### config.mk
export PLATFORM = sky130hd
export DESIGN_NAME = fdsm_top
export DESIGN_NICKNAME = d
export VERILOG_FILES = /design/src/logic/fdsm_pkg.sv /design/src/logic/fdsm_cls_if.sv /design/src/logic/fdsm_classify.sv /design/src/logic/fdsm_top.sv
export SDC_FILE = /design/constraint.sdc
export NUM_CORES = 1
export LEC_CHECK = 0
export ABC_CLOCK_PERIOD_IN_PS = 3900
export BUFFER_PORTS_ARGS = -buffer_cell sky130_fd_sc_hd__buf_2
export CAP_MARGIN = 15
export CORE_MARGIN = 8
export CORE_UTILIZATION = 35
export DETAILED_ROUTE_END_ITERATION = 8
export PLACE_DENSITY = 0.53
export SYNTH_ARGS = -nofsm -noshare
export SYNTH_HDL_FRONTEND = slang
export SYNTH_SLANG_ARGS = --single-unit
### constraint.sdc
create_clock -name MCLK -period 3.9 [get_ports MCLK]
set_input_delay 1.17 -clock MCLK [delete_from_list [all_inputs] [get_ports MCLK]]
set_output_delay 1.17 -clock MCLK [all_outputs]
set_load 0.01 [all_outputs]
### src/logic/fdsm_pkg.sv
// Constants and parameter layout of the field diagnostic status mapper
// Operation
// - Events rank by native status: failure highest, check high, offspec and maintenance low.
// - Numbers 0-199 sensor, 200-399 electronics, 400-700 configuration, 800-999 process.
// - Each status owns a 32-bit map; bits 31 to 16 select the sixteen ranges.
// - Reset maps hold bits 31-28, 27-24, 23-20 and 19-16 respectively; rest zero.
// - A map bit moves its whole diagnostic range to or from that status.
// - Map bits 15 to 1 are slots binding one chosen event to a status.
// - An enabled slot whose bit is set in a map records its event there.
// - An event in a range assigned to no status sends nothing to the host.
// - Map changes leave active entries alone; new mapping applies on next occurrence.
// - Events go onto the bus only when their status priority is 2 to 15.
// - Priority 1 events are displayed locally but never sent on the bus.
// - Priority 0 is the reset value; such events are neither shown, sent nor made active, but OUT_NUMBER still captures them.
// - Each of the four statuses has its own independently writable priority.
// - A set broadcast mask bit blocks bus sending, the event is still displayed.
package fdsm_pkg;
  localparam int NUM_STAT = 4;
  localparam int NUM_SLOT = 15;
  localparam int NUM_W = 10;
  localparam int MAP_W = 32;
  localparam int PRI_W = 4;
  localparam int SEL_W = 5;
  // Status indices, highest weighting first
  localparam logic [1:0] ST_FAIL = 2'h0;
  localparam logic [1:0] ST_CHECK = 2'h1;
  localparam logic [1:0] ST_OFFSPEC = 2'h2;
  localparam logic [1:0] ST_MAINT = 2'h3;
  // Allocation bounds
  localparam logic [NUM_W-1:0] SENS_MAX = 10'd199;
  localparam logic [NUM_W-1:0] ELEC_MAX = 10'd399;
  localparam logic [NUM_W-1:0] CONF_MAX = 10'd700;
  localparam logic [NUM_W-1:0] PROC_MIN = 10'd800;
  localparam logic [NUM_W-1:0] PROC_MAX = 10'd999;
  localparam int RANGE_TOP_BIT = 31;
  localparam int RANGE_LOW_BIT = 16;
  // Map reset values
  localparam logic [MAP_W-1:0] FAIL_MAP_RST = 32'hF000_0000;
  localparam logic [MAP_W-1:0] CHECK_MAP_RST = 32'h0F00_0000;
  localparam logic [MAP_W-1:0] OFFSPEC_MAP_RST = 32'h00F0_0000;
  localparam logic [MAP_W-1:0] MAINT_MAP_RST = 32'h000F_0000;
  localparam logic [PRI_W-1:0] PRI_RST = 4'h0;
  localparam logic [PRI_W-1:0] PRI_SHOW = 4'h1;
  localparam logic [PRI_W-1:0] PRI_SEND_MIN = 4'h2;
  localparam logic [MAP_W-1:0] MASK_RST = 32'h0000_0000;
  // Parameter select codes
  localparam logic [SEL_W-1:0] SEL_FAIL_MAP = 5'h00;
  localparam logic [SEL_W-1:0] SEL_CHECK_MAP = 5'h01;
  localparam logic [SEL_W-1:0] SEL_OFFSPEC_MAP = 5'h02;
  localparam logic [SEL_W-1:0] SEL_MAINT_MAP = 5'h03;
  localparam logic [SEL_W-1:0] SEL_FAIL_PRI = 5'h04;
  localparam logic [SEL_W-1:0] SEL_CHECK_PRI = 5'h05;
  localparam logic [SEL_W-1:0] SEL_OFFSPEC_PRI = 5'h06;
  localparam logic [SEL_W-1:0] SEL_MAINT_PRI = 5'h07;
  localparam logic [SEL_W-1:0] SEL_BCAST_MASK = 5'h08;
  localparam logic [SEL_W-1:0] SEL_SLOT_FIRST = 5'h11;
  localparam logic [SEL_W-1:0] SEL_SLOT_LAST = 5'h1F;
  // Slot word layout
  localparam int SLOT_EN_BIT = 15;
endpackage

### src/logic/fdsm_cls_if.sv
// Carrier between the mapper top and its range classifier
`timescale 1ns/1ps
`default_nettype none
interface fdsm_cls_if;
  import fdsm_pkg::*;
  logic [1:0] evt_native;
  logic [NUM_W-1:0] evt_number;
  logic [NUM_W-1:0] slot_num [1:NUM_SLOT];
  logic [NUM_SLOT:1] slot_en;
  logic [MAP_W-1:0] cat_bits;
  modport cls (input evt_native, input evt_number, input slot_num, input slot_en,
    output cat_bits);
  modport top (output evt_native, output evt_number, output slot_num, output slot_en,
    input cat_bits);
endinterface
`default_nettype wire

### src/logic/fdsm_classify.sv
// Turns an event into its category bits: at most one range bit plus any slot bits
`timescale 1ns/1ps
`default_nettype none
module fdsm_classify
  import fdsm_pkg::*;
(
  fdsm_cls_if.cls cif
);
  logic [1:0] alloc;
  logic alloc_ok;
  logic [4:0] range_idx;
  logic [MAP_W-1:0] range_bits;
  logic [MAP_W-1:0] slot_bits;

  // Allocation group, gap 701..799 and above 999 belong to no range
  assign alloc = (cif.evt_number <= SENS_MAX) ? 2'h0 :
                 (cif.evt_number <= ELEC_MAX) ? 2'h1 :
                 (cif.evt_number <= CONF_MAX) ? 2'h2 : 2'h3;
  assign alloc_ok = (cif.evt_number <= CONF_MAX) ||
                    ((cif.evt_number >= PROC_MIN) && (cif.evt_number <= PROC_MAX));
  // Severity group sets the nibble, allocation the bit inside it
  assign range_idx = 5'(RANGE_TOP_BIT) - {1'b0, cif.evt_native, alloc};
  assign range_bits = alloc_ok ? (32'h0000_0001 << range_idx) : 32'h0000_0000;

  always_comb begin
    slot_bits = 32'h0000_0000;
    for (int k = 1; k <= NUM_SLOT; k++) begin
      slot_bits[k] = cif.slot_en[k] && (cif.slot_num[k] == cif.evt_number);
    end
  end

  assign cif.cat_bits = range_bits | slot_bits;
endmodule // fdsm_classify
`default_nettype wire

### src/logic/fdsm_top.sv
// Field diagnostic status mapper: maps, priorities, mask and event routing
`timescale 1ns/1ps
`default_nettype none
module fdsm_top
  import fdsm_pkg::*;
(
  input wire logic MCLK,
  input wire logic SYS_RST,
  input wire logic OUT_OF_SERVICE_MODE,
  input wire logic PARAM_WR,
  input wire logic [SEL_W-1:0] PARAM_SEL,
  input wire logic [MAP_W-1:0] PARAM_WDATA,
  input wire logic EVT_VALID,
  input wire logic [1:0] EVT_NATIVE,
  input wire logic [NUM_W-1:0] EVT_NUMBER,
  input wire logic ACTIVE_CLR,
  output logic [MAP_W-1:0] PARAM_RDATA,
  output logic TX_VALID,
  output logic [NUM_STAT-1:0] TX_STATUS,
  output logic DISP_VALID,
  output logic [NUM_STAT-1:0] DISP_STATUS,
  output logic [NUM_W-1:0] OUT_NUMBER,
  output logic [NUM_STAT-1:0] ACTIVE_STATUS
);
  fdsm_cls_if cif ();

  logic [MAP_W-1:0] failure_category_map_reg;
  logic [MAP_W-1:0] function_check_category_map_reg;
  logic [MAP_W-1:0] out_of_spec_category_map_reg;
  logic [MAP_W-1:0] maintenance_category_map_reg;
  logic [PRI_W-1:0] failure_priority_reg;
  logic [PRI_W-1:0] function_check_priority_reg;
  logic [PRI_W-1:0] out_of_spec_priority_reg;
  logic [PRI_W-1:0] maintenance_priority_reg;
  logic [MAP_W-1:0] bcast_mask_reg;
  logic [NUM_W-1:0] slot_num_reg [1:NUM_SLOT];
  logic [NUM_SLOT:1] slot_en_reg;

  logic [MAP_W-1:0] map_w [NUM_STAT];
  logic [PRI_W-1:0] pri_w [NUM_STAT];
  logic [MAP_W-1:0] cat;
  logic [NUM_STAT-1:0] hit;
  logic [NUM_STAT-1:0] show_next;
  logic [NUM_STAT-1:0] send_next;
  logic map_wr_ok;
  logic [MAP_W-1:0] rdata_next;
  logic [NUM_STAT-1:0] active_next;
  logic [3:0] slot_idx;

  // True when a status at this priority produces any effect
  function automatic logic pri_shows(input logic [PRI_W-1:0] p);
    return p >= PRI_SHOW;
  endfunction

  function automatic logic pri_sends(input logic [PRI_W-1:0] p);
    return p >= PRI_SEND_MIN;
  endfunction

  function automatic logic sel_is(input logic wr, input logic [SEL_W-1:0] sel,
                                  input logic [SEL_W-1:0] code);
    return wr && (sel == code);
  endfunction

  assign map_w[ST_FAIL] = failure_category_map_reg;
  assign map_w[ST_CHECK] = function_check_category_map_reg;
  assign map_w[ST_OFFSPEC] = out_of_spec_category_map_reg;
  assign map_w[ST_MAINT] = maintenance_category_map_reg;
  assign pri_w[ST_FAIL] = failure_priority_reg;
  assign pri_w[ST_CHECK] = function_check_priority_reg;
  assign pri_w[ST_OFFSPEC] = out_of_spec_priority_reg;
  assign pri_w[ST_MAINT] = maintenance_priority_reg;

  assign cif.evt_native = EVT_NATIVE;
  assign cif.evt_number = EVT_NUMBER;
  assign cif.slot_en = slot_en_reg;
  assign cat = cif.cat_bits;
  generate
    for (genvar k = 1; k <= NUM_SLOT; k++) begin : g_slot
      assign cif.slot_num[k] = slot_num_reg[k];
    end
  endgenerate

  fdsm_classify u_classify (
    .cif(cif.cls)
  );

  // Maps are only editable with the block out of service
  assign map_wr_ok = OUT_OF_SERVICE_MODE;

  // One write enable per map, priority and mask, one shared by all slots, decoded from the strobe and select
  logic slot_sel;
  logic fail_map_we;
  logic check_map_we;
  logic offspec_map_we;
  logic maint_map_we;
  logic fail_pri_we;
  logic check_pri_we;
  logic offspec_pri_we;
  logic maint_pri_we;
  logic mask_we;
  logic slot_we;
  logic [NUM_STAT-1:0] masked;

  // Map enables are gated by the out-of-service input
  assign slot_sel = (PARAM_SEL >= SEL_SLOT_FIRST);
  assign fail_map_we = map_wr_ok && sel_is(PARAM_WR, PARAM_SEL, SEL_FAIL_MAP);
  assign check_map_we = map_wr_ok && sel_is(PARAM_WR, PARAM_SEL, SEL_CHECK_MAP);
  assign offspec_map_we = map_wr_ok && sel_is(PARAM_WR, PARAM_SEL, SEL_OFFSPEC_MAP);
  assign maint_map_we = map_wr_ok && sel_is(PARAM_WR, PARAM_SEL, SEL_MAINT_MAP);
  assign fail_pri_we = sel_is(PARAM_WR, PARAM_SEL, SEL_FAIL_PRI);
  assign check_pri_we = sel_is(PARAM_WR, PARAM_SEL, SEL_CHECK_PRI);
  assign offspec_pri_we = sel_is(PARAM_WR, PARAM_SEL, SEL_OFFSPEC_PRI);
  assign maint_pri_we = sel_is(PARAM_WR, PARAM_SEL, SEL_MAINT_PRI);
  assign mask_we = sel_is(PARAM_WR, PARAM_SEL, SEL_BCAST_MASK);
  assign slot_we = PARAM_WR && slot_sel;

  // Routing is resolved against the maps at the moment the event arrives
  generate
    for (genvar s = 0; s < NUM_STAT; s++) begin : g_route
      assign hit[s] = |(map_w[s] & cat);
      assign show_next[s] = EVT_VALID && hit[s] && pri_shows(pri_w[s]);
      assign masked[s] = |(map_w[s] & cat & bcast_mask_reg);
      assign send_next[s] = show_next[s] && pri_sends(pri_w[s]) && !masked[s];
    end
  endgenerate

  // Set wins over clear for the active entries
  assign active_next = (ACTIVE_CLR ? '0 : ACTIVE_STATUS) | show_next;

  // Select codes 11 to 1F address slots 1 to 15
  assign slot_idx = 4'(PARAM_SEL - SEL_SLOT_FIRST + 5'h01);

  // Readback source, registered into the output one cycle later
  always_comb begin
    rdata_next = 32'h0000_0000;
    unique case (PARAM_SEL)
      SEL_FAIL_MAP: rdata_next = failure_category_map_reg;
      SEL_CHECK_MAP: rdata_next = function_check_category_map_reg;
      SEL_OFFSPEC_MAP: rdata_next = out_of_spec_category_map_reg;
      SEL_MAINT_MAP: rdata_next = maintenance_category_map_reg;
      SEL_FAIL_PRI: rdata_next = {28'h0, failure_priority_reg};
      SEL_CHECK_PRI: rdata_next = {28'h0, function_check_priority_reg};
      SEL_OFFSPEC_PRI: rdata_next = {28'h0, out_of_spec_priority_reg};
      SEL_MAINT_PRI: rdata_next = {28'h0, maintenance_priority_reg};
      SEL_BCAST_MASK: rdata_next = bcast_mask_reg;
      default: begin
        if (slot_sel) begin
          rdata_next[SLOT_EN_BIT] = slot_en_reg[slot_idx];
          rdata_next[NUM_W-1:0] = slot_num_reg[slot_idx];
        end
      end
    endcase
  end

  // Category maps, editable only out of service
  always_ff @(posedge MCLK) begin
    if (SYS_RST) begin
      failure_category_map_reg <= FAIL_MAP_RST;
    end else if (fail_map_we) begin
      failure_category_map_reg <= PARAM_WDATA;
    end
  end

  always_ff @(posedge MCLK) begin
    if (SYS_RST) begin
      function_check_category_map_reg <= CHECK_MAP_RST;
    end else if (check_map_we) begin
      function_check_category_map_reg <= PARAM_WDATA;
    end
  end

  always_ff @(posedge MCLK) begin
    if (SYS_RST) begin
      out_of_spec_category_map_reg <= OFFSPEC_MAP_RST;
    end else if (offspec_map_we) begin
      out_of_spec_category_map_reg <= PARAM_WDATA;
    end
  end

  always_ff @(posedge MCLK) begin
    if (SYS_RST) begin
      maintenance_category_map_reg <= MAINT_MAP_RST;
    end else if (maint_map_we) begin
      maintenance_category_map_reg <= PARAM_WDATA;
    end
  end

  // Priorities and broadcast mask, writable at any time
  always_ff @(posedge MCLK) begin
    if (SYS_RST) begin
      failure_priority_reg <= PRI_RST;
    end else if (fail_pri_we) begin
      failure_priority_reg <= PARAM_WDATA[PRI_W-1:0];
    end
  end

  always_ff @(posedge MCLK) begin
    if (SYS_RST) begin
      function_check_priority_reg <= PRI_RST;
    end else if (check_pri_we) begin
      function_check_priority_reg <= PARAM_WDATA[PRI_W-1:0];
    end
  end

  always_ff @(posedge MCLK) begin
    if (SYS_RST) begin
      out_of_spec_priority_reg <= PRI_RST;
    end else if (offspec_pri_we) begin
      out_of_spec_priority_reg <= PARAM_WDATA[PRI_W-1:0];
    end
  end

  always_ff @(posedge MCLK) begin
    if (SYS_RST) begin
      maintenance_priority_reg <= PRI_RST;
    end else if (maint_pri_we) begin
      maintenance_priority_reg <= PARAM_WDATA[PRI_W-1:0];
    end
  end

  always_ff @(posedge MCLK) begin
    if (SYS_RST) begin
      bcast_mask_reg <= MASK_RST;
    end else if (mask_we) begin
      bcast_mask_reg <= PARAM_WDATA;
    end
  end

  // Configurable slots: enable bit and bound diagnostic number
  always_ff @(posedge MCLK) begin
    if (SYS_RST) begin
      slot_en_reg <= '0;
    end else if (slot_we) begin
      slot_en_reg[slot_idx] <= PARAM_WDATA[SLOT_EN_BIT];
    end
  end

  always_ff @(posedge MCLK) begin
    if (SYS_RST) begin
      for (int k = 1; k <= NUM_SLOT; k++) slot_num_reg[k] <= '0;
    end else if (slot_we) begin
      slot_num_reg[slot_idx] <= PARAM_WDATA[NUM_W-1:0];
    end
  end

  // Event results: send and show pulse one cycle, number and active set hold
  always_ff @(posedge MCLK) begin
    if (SYS_RST) begin
      TX_VALID <= 1'b0;
    end else begin
      TX_VALID <= |send_next;
    end
  end

  always_ff @(posedge MCLK) begin
    if (SYS_RST) begin
      TX_STATUS <= '0;
    end else begin
      TX_STATUS <= send_next;
    end
  end

  always_ff @(posedge MCLK) begin
    if (SYS_RST) begin
      DISP_VALID <= 1'b0;
    end else begin
      DISP_VALID <= |show_next;
    end
  end

  always_ff @(posedge MCLK) begin
    if (SYS_RST) begin
      DISP_STATUS <= '0;
    end else begin
      DISP_STATUS <= show_next;
    end
  end

  always_ff @(posedge MCLK) begin
    if (SYS_RST) begin
      OUT_NUMBER <= '0;
    end else if (EVT_VALID) begin
      OUT_NUMBER <= EVT_NUMBER;
    end
  end

  always_ff @(posedge MCLK) begin
    if (SYS_RST) begin
      ACTIVE_STATUS <= '0;
    end else begin
      ACTIVE_STATUS <= active_next;
    end
  end

  always_ff @(posedge MCLK) begin
    if (SYS_RST) begin
      PARAM_RDATA <= 32'h0000_0000;
    end else begin
      PARAM_RDATA <= rdata_next;
    end
  end
endmodule // fdsm_top
`default_nettype wire

==> impl_metrics.toml <==
[final_layout]
final_common_cell = "nand2_1"
drive_above_1_share_pct = 16.8
area_growth_pct = 17.2
post-route-util_pct = 41.2
nets = 2339
fillers = 5808
regArea_mm2 = 0.00975
final_cell_mix = "nand2_1 (424), dfxtp_1 (247), a21oi_1 (178), edfxtp_1 (160), and2_1 (152)"
largest_reg_flops = 160
fin_area_mm2 = 0.0242
multi_input_area_mm2 = 0.0101

[routing]
vias = 18100
routed_wl_um = 85300
drc_errors = 0
drt_iter0_markers = 2229
wire_per_inst_um = 27.5
viasPerCell = 5.85
antenna_left = 0
drt-pass1-iter-count = 6

[grt]
grt_overflow_total = 0
track_usage_pct = 24.8
antenna_found_initial = 2
grt_max_degree = 75
grt_pass1_wl_um = 124000
grt_pass1_vias = 17500

[sta]
rsz0062_at_grt = "false"
slew_headroom_pct = 35.3
tightest_slew_ps = 961
min_period_over_period_pct = 84.9
setup_viol = 0
hold_viol = 0
setup_ws_ps = 590
period_needed_ps = 3310
fin_skew_ps = 40.2
max_freq_mhz = 302
slew_violations = 0

[worst_setup_path]
path_max_fanout = 9
crit_chain = "buf_2 > o211ai_1 > o22ai_2 > buf_4 > nor2_1 > buf_4 > a32oi_1 > nand4_1 > or4_1 > nor3_1 > buf_4"
path_class = "primary input to flip-flop"
crit_path_max_incr_delay_ps = 570
crit_top_cell = "buf_4"
path_buf_inv = 4
worstSetupEndpointType = "flip-flop"
r2r_slack_ps = 1230
startpoint_type = "primary input"
required_ps = 4470
arrival_ps = 3880
cp_slowest_cell = "or4_1"
crit_family = "simple AND/OR/NAND/NOR gates"

[synth]
synth_area_mm2 = 0.0206
synth_area_leaders = "dfxtp_1 (24%), edfxtp_1 (23%), nand2_1 (7.7%)"
ys.flop_type = "dfxtp_1"
yosysTopAreaCell = "dfxtp_1"
ys_ff_latch = 407
synth_seq_area_share_pct = 47.3
ys_warn_count = 0
synth_top_area_share_pct = 24.0
synth_edf_count = 160
syn_area_per_cell_um2 = 9.52
synthArstFlopShare_pct = 0
synth_cells = 2164
ys_types = 66

[power]
ir_drop_uv = 320
power_density_mw_per_mm2 = 419
power_w = 0.0101
p_leak_nw = 8.18

[clock_network]
cts_tree = "done"
cts_buffers = 47
htree_levels = 2
cts-root-buf = "clkbuf_16"
cts_setup_buffers = 0
cts.repair.resized = 0
cts_hold_buf = 0
clk_pin_slew_ps = 60
clock_latency_ps = 620
cts_max_path_buffers = 3
cts_sinks = 407

[die]
die_y_um = 259
initial_core_util_pct = 35.2
fp-row-count = 89
die_w_um = 259
core_mm2 = 0.0586
die_area_mm2 = 0.0669
ios = 111

[placement]
place_ws_ps = -13.6
placed_area_mm2 = 0.0226
place_congestion = 1.04
place_hpwl_um = 61900
numPortBuffers = 110

[flow_run]
drv_cap = 0

[run_status]
status = "completed"

[hold_path]
hold_class = "flip-flop to flip-flop"
[synthesized netlist by cell type, types with 10 or more instances]
library cell / n
buf_4: 13
nand3_1: 99
a222oi_1: 17
nor4_1: 29
a22oi_1: 66
edfxtp_1: 160
nand2b_1: 10
buf_2: 12
nor3_1: 20
a31oi_1: 29
and3_1: 13
clkbuf_1: 129
dfxtp_1: 247
o211ai_1: 16
xnor2_1: 150
a21oi_1: 178
nor2_1: 64
nand4_1: 40
buf_1: 13
inv_1: 25
mux2i_1: 26
nand2_1: 424
mux4_2: 60
o21ai_0: 38
nand3b_1: 16
and2_1: 152
[path summary, 6_finish.rpt]
kind / startpoint / end / cells after the start
setup / recovery: EVT_NUMBER[9] / TX_STATUS[3]$_SDFF_PP0_ / 11
hold / removal: failure_category_map_reg[0]$_SDFFE_PP0P_ / failure_category_map_reg[0]$_SDFFE_PP0P_ / 2
setup reg to reg: slot_num_reg[12][7]$_SDFFCE_PN0P_ / TX_VALID$_SDFF_PP0_ / 9
hold reg to reg: failure_category_map_reg[0]$_SDFFE_PP0P_ / failure_category_map_reg[0]$_SDFFE_PP0P_ / 2
[per-layer routing]
layer / part of all wire (%) / wire length, µm / vias to the layer above / GRT usage [%]
met2: 46 / 39300 / 942 / 39.4
li1: - / - / 7993 / -
met4: 3.7 / 3160 / 2 / 9.25
met5: 0.011 / 9 / - / 0
met3: 8.4 / 7190 / 168 / 4.84
met1: 42 / 35600 / 9020 / 33.1
[worst reg2reg max path, stage by stage, from the launching register on]
cell and delay [ps]:
edfxtp_1 440, xnor2_1 160, nand4_1 230, nor3_1 160, a2111oi_0 450, buf_4 190
nand3_1 80, o31ai_1 370, nor2_1 100, a2111o_1 420
[layout make-up]
type                            instances  share of cell area (%)
Tap cell                              773                    4.00
Antenna cell                            1                  0.0104
Clock inverter                         24                    1.08
Multi-Input combinational cell       1569                    41.7
Timing Repair Buffer                  234                    7.04
Clock buffer                           64                    5.42
Sequential cell                       407                    40.4
Inverter                               25                   0.388
[kinds of logic (layout without fill, tap and decap cells)]
logic type | Yosys count | count (layout) | share of synthesized area [%]
xor+xnor | 150 | 150 | 6.37
other cells | 1 | 11 | 0.0182
simple gates | 894 | 894 | 20.7
flops | 407 | 407 | 47.3
buf+inv | 197 | 347 | 4.08
mux | 93 | 93 | 8.20
compound gates | 422 | 422 | 13.3
[power by group]
| group | internal (W) | total [W] | switching (W) | leakage [nW] |
|---|---|---|---|---|
| sequential | 0.00454 | 0.00466 | 0.000113 | 3.52 |
| combinational | 0.000370 | 0.000962 | 0.000592 | 3.89 |
| clock | 0.00258 | 0.00451 | 0.00193 | 0.763 |
[metrics by stage]
step | TNS, ps | cells | hold WS, ps
floorplan | 0 | 2173 | 436
global placement | 0 | 3008 | 445
detailed placement | -13.6 | 3008 | 451
CTS | 0 | 3096 | 459
global route | 0 | 3096 | 480
finish | 0 | 3097 | 462
(Power assumes the default switching activity.)
